$ cat config.mk
export PLATFORM = sky130hd
export DESIGN_NAME = speed_ramp_profile
export DESIGN_NICKNAME = d
export VERILOG_FILES = /design/src/common/speed_ramp_pkg.sv /design/src/rtl/speed_ramp_profile.sv
export SDC_FILE = /design/constraint.sdc
export NUM_CORES = 2
export LEC_CHECK = 0
export BUFFER_PORTS_ARGS = -buffer_cell sky130_fd_sc_hd__buf_4
export CORE_MARGIN = 4
export CORE_UTILIZATION = 45
export CTS_BUF_LIST = sky130_fd_sc_hd__clkbuf_8
export DETAILED_ROUTE_END_ITERATION = 8
export PLACE_DENSITY = 0.69
export SKIP_LAST_GASP = 1
export SYNTH_ARGS = -nofsm -noshare
export SYNTH_HDL_FRONTEND = slang
export SYNTH_SLANG_ARGS = --single-unit
$ cat constraint.sdc
create_clock -name clk -period 15.24 [get_ports clk]
set_input_delay 0.762 -clock clk [delete_from_list [all_inputs] [get_ports clk]]
set_output_delay 0.762 -clock clk [all_outputs]
set_load 0.01 [all_outputs]
$ cat src/common/speed_ramp_pkg.sv
// Constants, register map and state encoding for the speed ramp profile block.
package speed_ramp_pkg;

    // Register count and indices into the register array.
    localparam int NUM_REGS = 14;
    localparam int R_ACCEL        = 0;
    localparam int R_DECEL        = 1;
    localparam int R_START_FREQ   = 2;
    localparam int R_START_HOLD   = 3;
    localparam int R_STOP_FREQ    = 4;
    localparam int R_CARRIER      = 5;
    localparam int R_STOP_HOLD    = 6;
    localparam int R_PATTERN      = 7;
    localparam int R_STOP_MODE    = 8;
    localparam int R_SC_ACC_START = 9;
    localparam int R_SC_ACC_ARR   = 10;
    localparam int R_SC_DEC_START = 11;
    localparam int R_SC_DEC_ARR   = 12;
    localparam int R_BRAKE        = 13;

    // Holding register addresses, in index order.
    localparam logic [15:0] REG_ADDR [NUM_REGS] = '{
        16'h0007, 16'h0008, 16'h0012, 16'h0013, 16'h0014, 16'h0015, 16'h0017,
        16'h0304, 16'h0306, 16'h0308, 16'h0309, 16'h030A, 16'h030B, 16'h030D};

    // Values after reset, in index order.
    localparam logic [15:0] REG_RST [NUM_REGS] = '{
        16'h01F4, 16'h01F4, 16'h000A, 16'h0000, 16'h0002, 16'h0004, 16'h0000,
        16'h0000, 16'h0000, 16'h000A, 16'h000A, 16'h000A, 16'h000A, 16'h0000};

    // Ramp pattern codes.
    localparam logic [1:0] PAT_LINEAR = 2'h0;
    localparam logic [1:0] PAT_PRESET = 2'h1;
    localparam logic [1:0] PAT_USER   = 2'h2;

    // Preset S-curve zone width in percent of maximum frequency.
    localparam logic [7:0] PRESET_PCT = 8'h05;
    localparam logic [6:0] PCT_FULL   = 7'h64;

    // Carrier frequency limits in kHz.
    localparam logic [15:0] CARRIER_MIN = 16'h0002;
    localparam logic [15:0] CARRIER_MAX = 16'h000A;

    // Control tick: one ramp step and one hold count per 10 ms.
    localparam int CLK_PERIOD_NS = 100;
    localparam int TICK_MS       = 10;
    localparam int TICK_CYCLES   = (TICK_MS * 1000000) / CLK_PERIOD_NS;

    // Step divider iteration count.
    localparam logic [5:0] DIV_LAST = 6'h20;

    // Sequencer states.
    typedef enum logic [1:0] {
        ST_IDLE  = 2'b00,
        ST_SHOLD = 2'b01,
        ST_RUN   = 2'b10,
        ST_PHOLD = 2'b11
    } state_t;

endpackage

$ cat src/rtl/speed_ramp_profile.sv
// Output frequency profile generator with holding registers and start/stop sequencing.
`timescale 1ns/1ps

module speed_ramp_profile #(
    parameter int TICK_CYCLES = speed_ramp_pkg::TICK_CYCLES
) (
    // Clock and reset.
    input  wire logic        clk,
    input  wire logic        nrst,
    // Holding register access.
    input  wire logic [15:0] reg_addr,
    input  wire logic [15:0] reg_wdata,
    input  wire logic        reg_we,
    output logic      [15:0] reg_rdata,
    // Drive commands.
    input  wire logic        run_cmd,
    input  wire logic [15:0] ref_freq,
    input  wire logic [15:0] max_freq,
    input  wire logic [15:0] decel_time_alt,
    input  wire logic        decel_alt_sel,
    input  wire logic        ramp_hold,
    // Power stage outputs.
    output logic      [15:0] out_freq,
    output logic             out_enable,
    output logic             brake_force,
    output logic      [3:0]  carrier_khz,
    output logic             accel_active,
    output logic             decel_active
);

    // Reset release synchroniser.
    // Assertion acts at once; release is clocked.
    logic rst_meta_q;
    logic rst_n;

    always_ff @(posedge clk or negedge nrst) begin
        if (!nrst) begin
            rst_meta_q <= 1'b0;
            rst_n      <= 1'b0;
        end else begin
            rst_meta_q <= 1'b1;
            rst_n      <= rst_meta_q;
        end
    end

    // Run command pin synchroniser.
    // The pin is asynchronous to clk.
    logic run_meta_q;
    logic run_q;

    always_ff @(posedge clk or negedge rst_n) begin
        if (!rst_n) begin
            run_meta_q <= 1'b0;
            run_q      <= 1'b0;
        end else begin
            run_meta_q <= run_cmd;
            run_q      <= run_meta_q;
        end
    end

    // Holding registers, one per mapped address.
    // Values are stored unchecked.
    logic [15:0] regs_q [speed_ramp_pkg::NUM_REGS];
    logic [speed_ramp_pkg::NUM_REGS-1:0] hit;
    genvar gi;

    generate
        for (gi = 0; gi < speed_ramp_pkg::NUM_REGS; gi++) begin : g_reg
            assign hit[gi] = (reg_addr == speed_ramp_pkg::REG_ADDR[gi]);
            always_ff @(posedge clk or negedge rst_n) begin
                if (!rst_n) begin
                    regs_q[gi] <= speed_ramp_pkg::REG_RST[gi];
                end else if (reg_we && hit[gi]) begin
                    regs_q[gi] <= reg_wdata;
                end
            end
        end
    endgenerate

    // Read data mux; an unmapped address reads zero.
    // Data lags the address by one clock.
    logic [15:0] rd_d;
    logic [15:0] rd_q;

    always_comb begin
        rd_d = 16'h0000;
        for (int i = 0; i < speed_ramp_pkg::NUM_REGS; i++) begin
            if (hit[i]) begin
                rd_d = regs_q[i];
            end
        end
    end
    always_ff @(posedge clk or negedge rst_n) begin
        if (!rst_n) begin
            rd_q <= 16'h0000;
        end else begin
            rd_q <= rd_d;
        end
    end
    assign reg_rdata = rd_q;

    // Named views of the settings.
    // The alternate decel time wins when selected.
    wire [15:0] accel_t    = regs_q[speed_ramp_pkg::R_ACCEL];
    wire [15:0] decel_reg  = regs_q[speed_ramp_pkg::R_DECEL];
    wire [15:0] start_f    = regs_q[speed_ramp_pkg::R_START_FREQ];
    wire [15:0] stop_f     = regs_q[speed_ramp_pkg::R_STOP_FREQ];
    wire [1:0]  pattern    = regs_q[speed_ramp_pkg::R_PATTERN][1:0];
    wire        coast_mode = regs_q[speed_ramp_pkg::R_STOP_MODE][0];
    wire [15:0] decel_t    = decel_alt_sel ? decel_time_alt : decel_reg;

    // Control tick generator.
    // Free running; not aligned to starts.
    logic [31:0] tick_cnt_q;
    wire         tick = (tick_cnt_q == 32'(TICK_CYCLES - 1));

    always_ff @(posedge clk or negedge rst_n) begin
        if (!rst_n) begin
            tick_cnt_q <= 32'h0000_0000;
        end else begin
            tick_cnt_q <= tick ? 32'h0000_0000 : tick_cnt_q + 32'h0000_0001;
        end
    end

    // Step divider: alternately computes max_freq * 65536 / time for accel and decel.
    // A zero time is taken as one.
    logic [5:0]  div_cnt_q;
    logic        div_sel_q;
    logic [16:0] rem_q;
    logic [31:0] quo_q;
    logic [31:0] step_acc_q;
    logic [31:0] step_dec_q;
    wire  [15:0] div_raw = div_sel_q ? decel_t : accel_t;
    wire  [16:0] div_den = {1'b0, (div_raw == 16'h0000) ? 16'h0001 : div_raw};
    wire  [16:0] rem_sh  = {rem_q[15:0], quo_q[31]};
    wire         rem_ge  = (rem_sh >= div_den);

    always_ff @(posedge clk or negedge rst_n) begin
        if (!rst_n) begin
            div_cnt_q  <= 6'h00;
            div_sel_q  <= 1'b0;
            rem_q      <= 17'h0_0000;
            quo_q      <= 32'h0000_0000;
            step_acc_q <= 32'h0000_0000;
            step_dec_q <= 32'h0000_0000;
        end else if (div_cnt_q == 6'h00) begin
            // Load a new dividend.
            rem_q     <= 17'h0_0000;
            quo_q     <= {max_freq, 16'h0000};
            div_cnt_q <= 6'h01;
        end else begin
            rem_q     <= rem_ge ? rem_sh - div_den : rem_sh;
            quo_q     <= {quo_q[30:0], rem_ge};
            div_cnt_q <= (div_cnt_q == speed_ramp_pkg::DIV_LAST) ? 6'h00 : div_cnt_q + 6'h01;
            // Last bit: store and swap sides.
            if (div_cnt_q == speed_ramp_pkg::DIV_LAST) begin
                div_sel_q <= ~div_sel_q;
                if (div_sel_q) begin
                    step_dec_q <= {quo_q[30:0], rem_ge};
                end else begin
                    step_acc_q <= {quo_q[30:0], rem_ge};
                end
            end
        end
    end

    // Sequencer and ramp registers.
    // The accumulator is 16.16 fixed point.
    speed_ramp_pkg::state_t state_q;
    logic [31:0] acc_q;
    logic [15:0] origin_q;
    logic [15:0] hold_q;
    wire  [15:0] freq = acc_q[31:16];


    // Ramp target: reference while running, zero once the run command drops.
    // The reference is on clk already.
    wire [15:0] target   = run_q ? ref_freq : 16'h0000;
    wire        going_up = (target > freq);
    wire        at_tgt   = (target == freq);

    // S-curve zone widths in percent; preset or user values per direction.
    // Only a setting's low byte is used.
    wire        preset = (pattern == speed_ramp_pkg::PAT_PRESET);
    wire [7:0]  pct_s  = preset ? speed_ramp_pkg::PRESET_PCT :
                         going_up ? regs_q[speed_ramp_pkg::R_SC_ACC_START][7:0] :
                                    regs_q[speed_ramp_pkg::R_SC_DEC_START][7:0];
    wire [7:0]  pct_e  = preset ? speed_ramp_pkg::PRESET_PCT :
                         going_up ? regs_q[speed_ramp_pkg::R_SC_ACC_ARR][7:0] :
                                    regs_q[speed_ramp_pkg::R_SC_DEC_ARR][7:0];

    // Distances from the ramp origin and to the target, scaled for comparison.
    wire [15:0] d_s     = going_up ? freq - origin_q : origin_q - freq;
    wire [15:0] d_e     = going_up ? target - freq : freq - target;
    wire [23:0] d_s_pct = d_s * speed_ramp_pkg::PCT_FULL;
    wire [23:0] d_e_pct = d_e * speed_ramp_pkg::PCT_FULL;
    wire [23:0] zone_s  = pct_s * max_freq;
    wire [23:0] zone_e  = pct_e * max_freq;
    wire        scurve  = (pattern == speed_ramp_pkg::PAT_PRESET) ||
                          (pattern == speed_ramp_pkg::PAT_USER);
    // A distance equal to the end zone is inside it; one equal to the start zone is not.
    wire        in_zone = scurve && ((d_s_pct < zone_s) || (d_e_pct <= zone_e));

    // Step size: half slope inside rounded zones, full slope on the linear part.
    // Half slope doubles the time in a zone.
    wire [31:0] step_base = going_up ? step_acc_q : step_dec_q;
    wire [31:0] step      = in_zone ? {1'b0, step_base[31:1]} : step_base;

    // Next accumulator value, clamped at the target.
    // A stop ramp ends at the stop frequency.
    wire [15:0] clamp_f  = (!going_up && (target < stop_f)) ? stop_f : target;
    wire [32:0] acc_tgt  = {1'b0, clamp_f, 16'h0000};
    wire [32:0] acc_up   = {1'b0, acc_q} + {1'b0, step};
    wire [32:0] acc_dn   = {1'b0, acc_q} - {1'b0, step};
    wire        dn_under = ({1'b0, step} > {1'b0, acc_q});
    wire [31:0] acc_next = going_up ? ((acc_up >= acc_tgt) ? acc_tgt[31:0] : acc_up[31:0]) :
                           (dn_under || (acc_dn <= acc_tgt)) ? acc_tgt[31:0] : acc_dn[31:0];

    // Stop detection and start permission.
    // A reference at or below stop waits.
    wire reach_stop = !going_up && (target <= stop_f) && (freq <= stop_f);
    wire may_start  = run_q && (ref_freq > stop_f);
    wire coast_now  = !run_q && coast_mode;
    wire ramp_step  = tick && !ramp_hold && !at_tgt;

    // State machine next-state and register updates.
    speed_ramp_pkg::state_t state_d;
    logic [31:0] acc_d;
    logic [15:0] origin_d;
    logic [15:0] hold_d;

    always_comb begin
        state_d  = state_q;
        acc_d    = acc_q;
        origin_d = origin_q;
        hold_d   = hold_q;
        case (state_q)
            speed_ramp_pkg::ST_IDLE: begin
                acc_d = 32'h0000_0000;
                if (may_start) begin
                    state_d = speed_ramp_pkg::ST_SHOLD;
                    acc_d   = {start_f, 16'h0000};
                    hold_d  = regs_q[speed_ramp_pkg::R_START_HOLD];
                end
            end
            // Hold at the starting frequency.
            speed_ramp_pkg::ST_SHOLD: begin
                if (coast_now) begin
                    state_d = speed_ramp_pkg::ST_IDLE;
                    acc_d   = 32'h0000_0000;
                end else if (tick) begin
                    if (hold_q == 16'h0000) begin
                        state_d  = speed_ramp_pkg::ST_RUN;
                        origin_d = freq;
                    end else begin
                        hold_d = hold_q - 16'h0001;
                    end
                end
            end
            // Coasting wins over any ramp step.
            speed_ramp_pkg::ST_RUN: begin
                if (coast_now) begin
                    state_d = speed_ramp_pkg::ST_IDLE;
                    acc_d   = 32'h0000_0000;
                end else if (reach_stop) begin
                    state_d = speed_ramp_pkg::ST_PHOLD;
                    acc_d   = {stop_f, 16'h0000};
                    hold_d  = regs_q[speed_ramp_pkg::R_STOP_HOLD];
                end else if (at_tgt) begin
                    origin_d = freq;
                end else if (ramp_step) begin
                    acc_d = acc_next;
                end
            end
            // Stop hold always runs to its end.
            speed_ramp_pkg::ST_PHOLD: begin
                if (tick) begin
                    if (hold_q == 16'h0000) begin
                        state_d = speed_ramp_pkg::ST_IDLE;
                        acc_d   = 32'h0000_0000;
                    end else begin
                        hold_d = hold_q - 16'h0001;
                    end
                end
            end
            // Unused codes go to idle.
            default: begin
                state_d = speed_ramp_pkg::ST_IDLE;
                acc_d   = 32'h0000_0000;
            end
        endcase
    end

    // Sequencer registers.
    // Reset leaves the drive idle at zero.
    always_ff @(posedge clk or negedge rst_n) begin
        if (!rst_n) begin
            state_q  <= speed_ramp_pkg::ST_IDLE;
            acc_q    <= 32'h0000_0000;
            origin_q <= 16'h0000;
            hold_q   <= 16'h0000;
        end else begin
            state_q  <= state_d;
            acc_q    <= acc_d;
            origin_q <= origin_d;
            hold_q   <= hold_d;
        end
    end

    // Registered outputs to the power stage.
    wire        active_d = (state_d != speed_ramp_pkg::ST_IDLE);
    wire        dec_d    = (state_d == speed_ramp_pkg::ST_RUN) && (acc_d[31:16] > target);
    wire        acc_up_d = (state_d == speed_ramp_pkg::ST_RUN) && (acc_d[31:16] < target);
    // Carrier values outside the limits go to the nearest limit.
    wire [15:0] car_raw  = regs_q[speed_ramp_pkg::R_CARRIER];
    wire [15:0] car_lim  = (car_raw < speed_ramp_pkg::CARRIER_MIN) ? speed_ramp_pkg::CARRIER_MIN :
                           (car_raw > speed_ramp_pkg::CARRIER_MAX) ? speed_ramp_pkg::CARRIER_MAX :
                           car_raw;
    logic [15:0] out_freq_q;
    logic        out_enable_q;
    logic        brake_q;
    logic [3:0]  carrier_q;
    logic        acc_act_q;
    logic        dec_act_q;

    always_ff @(posedge clk or negedge rst_n) begin
        if (!rst_n) begin
            out_freq_q   <= 16'h0000;
            out_enable_q <= 1'b0;
            brake_q      <= 1'b0;
            carrier_q    <= speed_ramp_pkg::REG_RST[speed_ramp_pkg::R_CARRIER][3:0];
            acc_act_q    <= 1'b0;
            dec_act_q    <= 1'b0;
        end else begin
            out_freq_q   <= acc_d[31:16];
            out_enable_q <= active_d;
            brake_q      <= dec_d && regs_q[speed_ramp_pkg::R_BRAKE][0];
            carrier_q    <= car_lim[3:0];
            acc_act_q    <= acc_up_d;
            dec_act_q    <= dec_d;
        end
    end
    // Pins follow their registers.
    assign out_freq     = out_freq_q;
    assign out_enable   = out_enable_q;
    assign brake_force  = brake_q;
    assign carrier_khz  = carrier_q;
    assign accel_active = acc_act_q;
    assign decel_active = dec_act_q;

endmodule

* Word-level counts from Yosys, hierarchy flattened *
Cells that the tools add are included.

word-level totals
  register bits = 469
  latch bits = 0
  memory bits (writable) = 0
  memory bits (read-only) = 0
  input port bits = 86
  output and inout port bits = 40
  logic and storage cells = 217
  memories kept = 0

cells by class
  add/subtract/negate cells = 10
  $mul = 4
  divide/modulo/power cells = 0
  order comparisons = 15
  eq/ne operators = 36
  shift-type cells = 0
  muxes and demuxes = 70
  bitwise logic cells = 2
  reduce and logical (&&, ||, !) cells = 44

operators by type and width
  operator                                               count
  2-to-1 mux 16 bit                                      35
  2-to-1 mux 32 bit                                      15
  one-hot mux 32 bit (4 select lines)                    1
  equality test 16 x 10 -> 1 bit, second input constant  7
  equality test 16 x 5 -> 1 bit, second input constant   5
  subtractor 16 bit                                      5
  one-hot mux 16 bit (4 select lines)                    1
  > comparator 16 bit                                    3
  multiplier 8 x 16 -> 24 bit                            2
  multiplier 16 x 5 -> 21 bit, second input constant     2
  adder 32 x 32 -> 33 bit                                1
  greater-or-equal comparator 33 x 32 -> 1 bit           1
  <= comparator 33 x 32 -> 1 bit                         1
  subtractor 32 x 32 -> 33 bit                           1
  adder 32 x 1 -> 32 bit, second input constant          1
  equality test 32 x 17 -> 1 bit, second input constant  1
  > comparator 32 bit                                    1
  <= comparator 16 bit                                   2
  zero test 16 bit                                       2
  < comparator 16 bit                                    2
  2-to-1 mux 8 bit                                       4
  one-hot mux 16 bit (2 select lines)                    1
  logical AND 1 bit                                      25
  <= comparator 23 x 24 -> 1 bit                         1
  29 further kinds                                       61

* Longest topological paths before layout *
  depth in word-level cells = 22
  mapped depth = 88
  depth with buffers taken out = 78

* Worst setup path after synthesis *
OpenSTA, ideal clock, no wires.

  kind = register to register
  from = register run_q
  to = register brake_q, in the netlist brake_force
  library setup time = 0.120 ns
  arrival = 15.977 ns
  data required time = 15.120 ns
  slack = -0.857 ns
  stages on the path, launching flop included = 77
  buffers on the path = 11
  period minus slack after synthesis = 16.097 ns
  path through = dfrtp_1 clkbuf_1 buf_1 nand2_1 inv_1 ha_1 a211oi_2 o21bai_1 nor4_2 o21ai_1 buf_4 nand2_1 buf_4 buf_2 buf_2 nand2_1 a21oi_1 clkbuf_1 [... 41 more ...] a31oi_1 and2_4 inv_1 buf_2 o22ai_1 o31ai_1 ha_1 nor2b_1 o21a_1 o21a_1 o21a_1 o21a_1 o21a_1 o21a_1 o21ai_0 a31oi_1 or2_2 and3_1

between the ends
  cells in the longest elaborated chain, start to end = 22
  elaborated cells between the ends (all ways) = 58
  those cells by class = add/sub (4); mul (4); order compare (9); eq/ne (2); mux (25); reduce/logical (14)

ends and longest elaborated chain
  what                                                                                    line                                                  RTL
  start, declared                                                                         speed_ramp_profile.sv:49                              logic run_q;
  start signal, assigned                                                                  speed_ramp_profile.sv:57                              run_q <= run_meta_q;
  2-to-1 mux 16 bit                                                                       speed_ramp_profile.sv:178                             wire [15:0] target = run_q ? ref_freq : 16'h0000;
  > comparator 16 bit                                                                     speed_ramp_profile.sv:179                             wire going_up = (target > freq);
  2-to-1 mux 8 bit, on equally long branches                                              speed_ramp_profile.sv:186, speed_ramp_profile.sv:189
  2-to-1 mux 8 bit, on equally long branches                                              speed_ramp_profile.sv:185, speed_ramp_profile.sv:188
  multiplier 8 x 16 -> 24 bit, on equally long branches                                   speed_ramp_profile.sv:197, speed_ramp_profile.sv:198
  < comparator 23 x 24 -> 1 bit / <= comparator 23 x 24 -> 1 bit (equally long branches)  speed_ramp_profile.sv:202                             wire in_zone = scurve && ((d_s_pct < zone_s) || (d_e_pct <= zone_e));
  logical OR 1 bit                                                                        speed_ramp_profile.sv:202
  logical AND 1 bit                                                                       speed_ramp_profile.sv:202
  [... 7 more ...]                                                                        n/a
  2-to-1 mux 32 bit                                                                       speed_ramp_profile.sv:269                             end else if (at_tgt) begin
  2-to-1 mux 32 bit                                                                       speed_ramp_profile.sv:265                             end else if (reach_stop) begin
  2-to-1 mux 32 bit                                                                       speed_ramp_profile.sv:262                             if (coast_now) begin
  one-hot mux 32 bit (4 select lines) *                                                   speed_ramp_profile.sv:237                             case (state_q)
  net acc_d[17]                                                                           speed_ramp_profile.sv:228                             logic [31:0] acc_d;
  > comparator 16 bit *                                                                   speed_ramp_profile.sv:312                             wire dec_d = (state_d == speed_ramp_pkg::ST_RUN) && (acc_d[31:16] > target);
  logical AND 1 bit *                                                                     speed_ramp_profile.sv:312
  logical AND 1 bit *                                                                     speed_ramp_profile.sv:337                             brake_q <= dec_d && regs_q[speed_ramp_pkg::R_BRAKE][0];
  end signal, assigned                                                                    speed_ramp_profile.sv:337
  end, declared                                                                           speed_ramp_profile.sv:321                             logic brake_q;

Mark *: on every way through the listed nets, which the timed path passes. The rest lies on a longest branch. The select of a mux whose other input is x is not followed.
A chain may end at the register's enable or synchronous reset.

* Worst setup path in the final report *
Same ends and word-level chain as after synthesis.

==> results.sh <==
export IMPL_critPathCaptureType="flop"
export IMPL_setup_viol=3
export IMPL_track_usage_pct=28.6
export IMPL_slowest_delay_ps=690
export IMPL_vdd_ir_drop_max_uv=169
export IMPL_crit_arrival_ps=16480
export IMPL_start_util_pct=45.5
export IMPL_maxSlewViolCount=0
export IMPL_num_rows=114
export IMPL_cts_tree="yes"
export IMPL_fin_crit_sh_pct=104
export IMPL_critPathKind="flop to flop"
export IMPL_core_area_um2=96900
export IMPL_htreeDepth=3
export IMPL_ant_nets=0
export IMPL_antenna_found_initial=8
export IMPL_firstDrtPassIters=9
export IMPL_clkTransAtPathRegs_ps=70
export IMPL_violations="DRC, setup timing"
export IMPL_via_count=39500
export IMPL_outcome="complete, but fails checks"
export IMPL_start_kind="flop"
export IMPL_clk_latency_ps=740
export IMPL_io_pins=126
export IMPL_skew_ps=69.8
export IMPL_cts_root_buffer="clkbuf_8"
export IMPL_cap_violations=0
export IMPL_drcViolationCount=11
export IMPL_fin_crit_ps=15860
export IMPL_hp_class="input pin to flop"
export IMPL_wire_per_inst_um=22.1
export IMPL_async_flop_share_pct=100
export IMPL_p_leak_uw=0.0273
export IMPL_total_power_uw=8700
export IMPL_syn_area_um2=44000
export IMPL_synth_cell_types=109
export IMPL_grt_max_degree=191
export IMPL_ys_ff_latch=469
export IMPL_slew_headroom_pct=20.7
export IMPL_grt_pass1_wl_um=230000
export IMPL_drive_gt1_share_pct=30.1
export IMPL_avgSynthCellArea_um2=9.34
export IMPL_die_w_um=321
export IMPL_cts_buffer_depth=3
export IMPL_cts_sinks=469
export IMPL_synth_edf_count=0
export IMPL_die_area_um2=103000
export IMPL_numPortBuffers=125
export IMPL_drt_iter0_markers=3136
export IMPL_viasPerCell=5.80
export IMPL_largest_reg_flops=141
export IMPL_final_util_pct=56.9
export IMPL_syn_num_nets=5469
export IMPL_whs_ps=123
export IMPL_finalSetupTns_ps=-1760
export IMPL_grt_pass1_vias=40100
export IMPL_cpMaxStageDelayCell="or4b_4"
export IMPL_die_y_um=321
export IMPL_area_growth_pct=25.2
export IMPL_yosysSeqAreaShare_pct=26.7
export IMPL_routed_wl_um=150000
export IMPL_synthFlopType="dfrtp_1"
export IMPL_syn_inst=4712
export IMPL_crit_fanout=11
export IMPL_dp_final_hpwl_um=114000
export IMPL_path_common_cell="buf_12"
export IMPL_yosys_warnings=0
export IMPL_fin_nets=6216
export IMPL_rsz0062_at_grt="true"
export IMPL_hold_viol=0
export IMPL_fmax_mhz=63.1
export IMPL_p_per_area_nw_per_um2=158
export IMPL_worst_ep_required_time_ps=15860
export IMPL_gr_total_overflow=0
export IMPL_cts_buffers=81
export IMPL_fin_ws_ps=-615
export IMPL_place_gp_congestion=1.03
export IMPL_worstMarginPinSlew_ps=1190
export IMPL_top_register="regs_q"
-- cells in the mapped netlist, types with 36 or more instances --
cell / instances / share of area, %
ha_1: 475 / 13
mux2i_1: 76 / 1.7
xor2_1: 56 / 1.1
dfrtp_1: 444 / 25
a222oi_1: 42 / 0.95
nor2b_1: 61 / 0.87
clkbuf_1: 182 / 1.6
a22o_1: 38 / 0.76
fa_1: 196 / 8.9
o21bai_1: 59 / 1.0
o21a_1: 37 / 0.63
xnor2_1: 136 / 2.7
nand2b_1: 36 / 0.51
mux2_2: 327 / 8.4
nor3_1: 60 / 0.68
a21o_1: 75 / 1.3
o22ai_1: 42 / 0.60
a21oi_1: 192 / 2.2
nand2_1: 347 / 3.0
o211ai_1: 52 / 0.89
inv_1: 408 / 3.5
nand4_1: 68 / 0.97
nor2_1: 280 / 2.4
and2_1: 184 / 2.6
nand3_1: 93 / 1.1
o21ai_0: 188 / 2.1
-- layout make-up --
cell class / instances / area, um^2
fillers: 8476 / 41700
multi-input cells: 3599 / 31200
flip-flops and latches: 469 / 11800
repair buffers: 898 / 7180
well taps: 1276 / 1600
inverters: 410 / 1540
clock buffers: 96 / 1320
clock inverters: 55 / 460
diodes: 5 / 12.5
-- logic make-up after synthesis --
| family | Yosys count | synth area share (%) |
|---|---|---|
| AO/OA/AOI/OAI | 1045 | 16.6 |
| XOR/XNOR | 192 | 3.82 |
| adder cells (fa/ha/maj) | 671 | 22.4 |
| buffers and inverters | 645 | 5.77 |
| flip-flops | 469 | 26.7 |
| multiplexers | 404 | 10.1 |
| other | 1 | 0.00852 |
| AND/OR/NAND/NOR | 1285 | 14.5 |
-- stage by stage --
step / cells / area, um^2 / setup slack [ps]
after CTS: 6776 / 54200 / -376
after global routing: 6805 / 55100 / -1130
after detailed placement: 6571 / 51300 / -1560
after floorplan: 4712 / 44400 / -11.5
final: 6808 / 55100 / -615
after global placement: 6571 / 51300 / -1400
-- path summary, 6_finish.rpt --
check,from,end,slack [ps],cells after the start
hold reg to reg,rst_meta_q,rst_n,330,0
hold / removal,run_cmd,run_meta_q,120,1
setup / recovery,run_q,brake_force,-620,77
min in group asynchronous,nrst,rst_n,430,2
max in group asynchronous,rst_n,quo_q[26],12260,2
setup reg to reg,run_q,brake_force,-620,77
-- placed cells by master, fill, tap and decap left out, types with 23 or more instances in the layout --
| cell | count |
|---|---|
| buf_4 | 847 |
| dfrtp_1 | 442 |
| ha_1 | 438 |
| inv_1 | 427 |
| nand2_1 | 336 |
| mux2_2 | 327 |
| nor2_1 | 273 |
| fa_1 | 190 |
| and2_1 | 173 |
| a21oi_1 | 165 |
| o21ai_0 | 164 |
| xnor2_1 | 129 |
| clkbuf_8 | 96 |
| nand3_1 | 86 |
| a21o_1 | 74 |
| mux2i_1 | 74 |
| nand4_1 | 68 |
| o21bai_1 | 57 |
| xor2_1 | 56 |
| nor2b_1 | 55 |
| o211ai_1 | 52 |
| nor3_1 | 51 |
| a222oi_1 | 42 |
| o22ai_1 | 40 |
| a22o_1 | 38 |
| o21a_1 | 36 |
| nand2b_1 | 35 |
| o21ai_1 | 35 |
| ha_4 | 35 |
| o211a_1 | 33 |
| a221oi_1 | 28 |
| a22oi_1 | 27 |
| or3_1 | 25 |
| dfstp_2 | 25 |
| or2_2 | 24 |
| o21ai_2 | 23 |
-- what timing repair did --
item,CTS,global route
buffers inserted,50,26
endpoints found under the setup margin,3,7
resized for setup,147,111
hold endpoints to repair,2,0
hold buffers,1,0
pin swaps,90,95
gates cloned,3,1
-- worst max-delay path: cells and delay by family (launching register included) --
family	cells	cell delay [ps]
AO/OA/AOI/OAI	33	5840
XOR/XNOR	1	160
adder cells (fa/ha/maj)	10	3510
buffers and inverters	15	1990
flip-flops	1	440
AND/OR/NAND/NOR	18	3740
-- where the power goes --
part	switching, uW	internal (uW)	total [uW]
clock network	588	689	1280
logic	3160	2870	6040
registers	58.8	1330	1380
total	3810	4890	8700
-- per-layer routing --
| layer | vias up | wire [um] | GRT usage [%] |
|---|---|---|---|
| met3 | 402 | 10600 | 4.90 |
| met1 | 19300 | 60500 | 35.8 |
| met2 | 1511 | 69600 | 47.6 |
| li1 | 18200 | - | - |
| met4 | 0 | 9560 | 15.3 |
| met5 | - | 0 | 0 |
No activity file was read; power rests on OpenSTA's default activity.
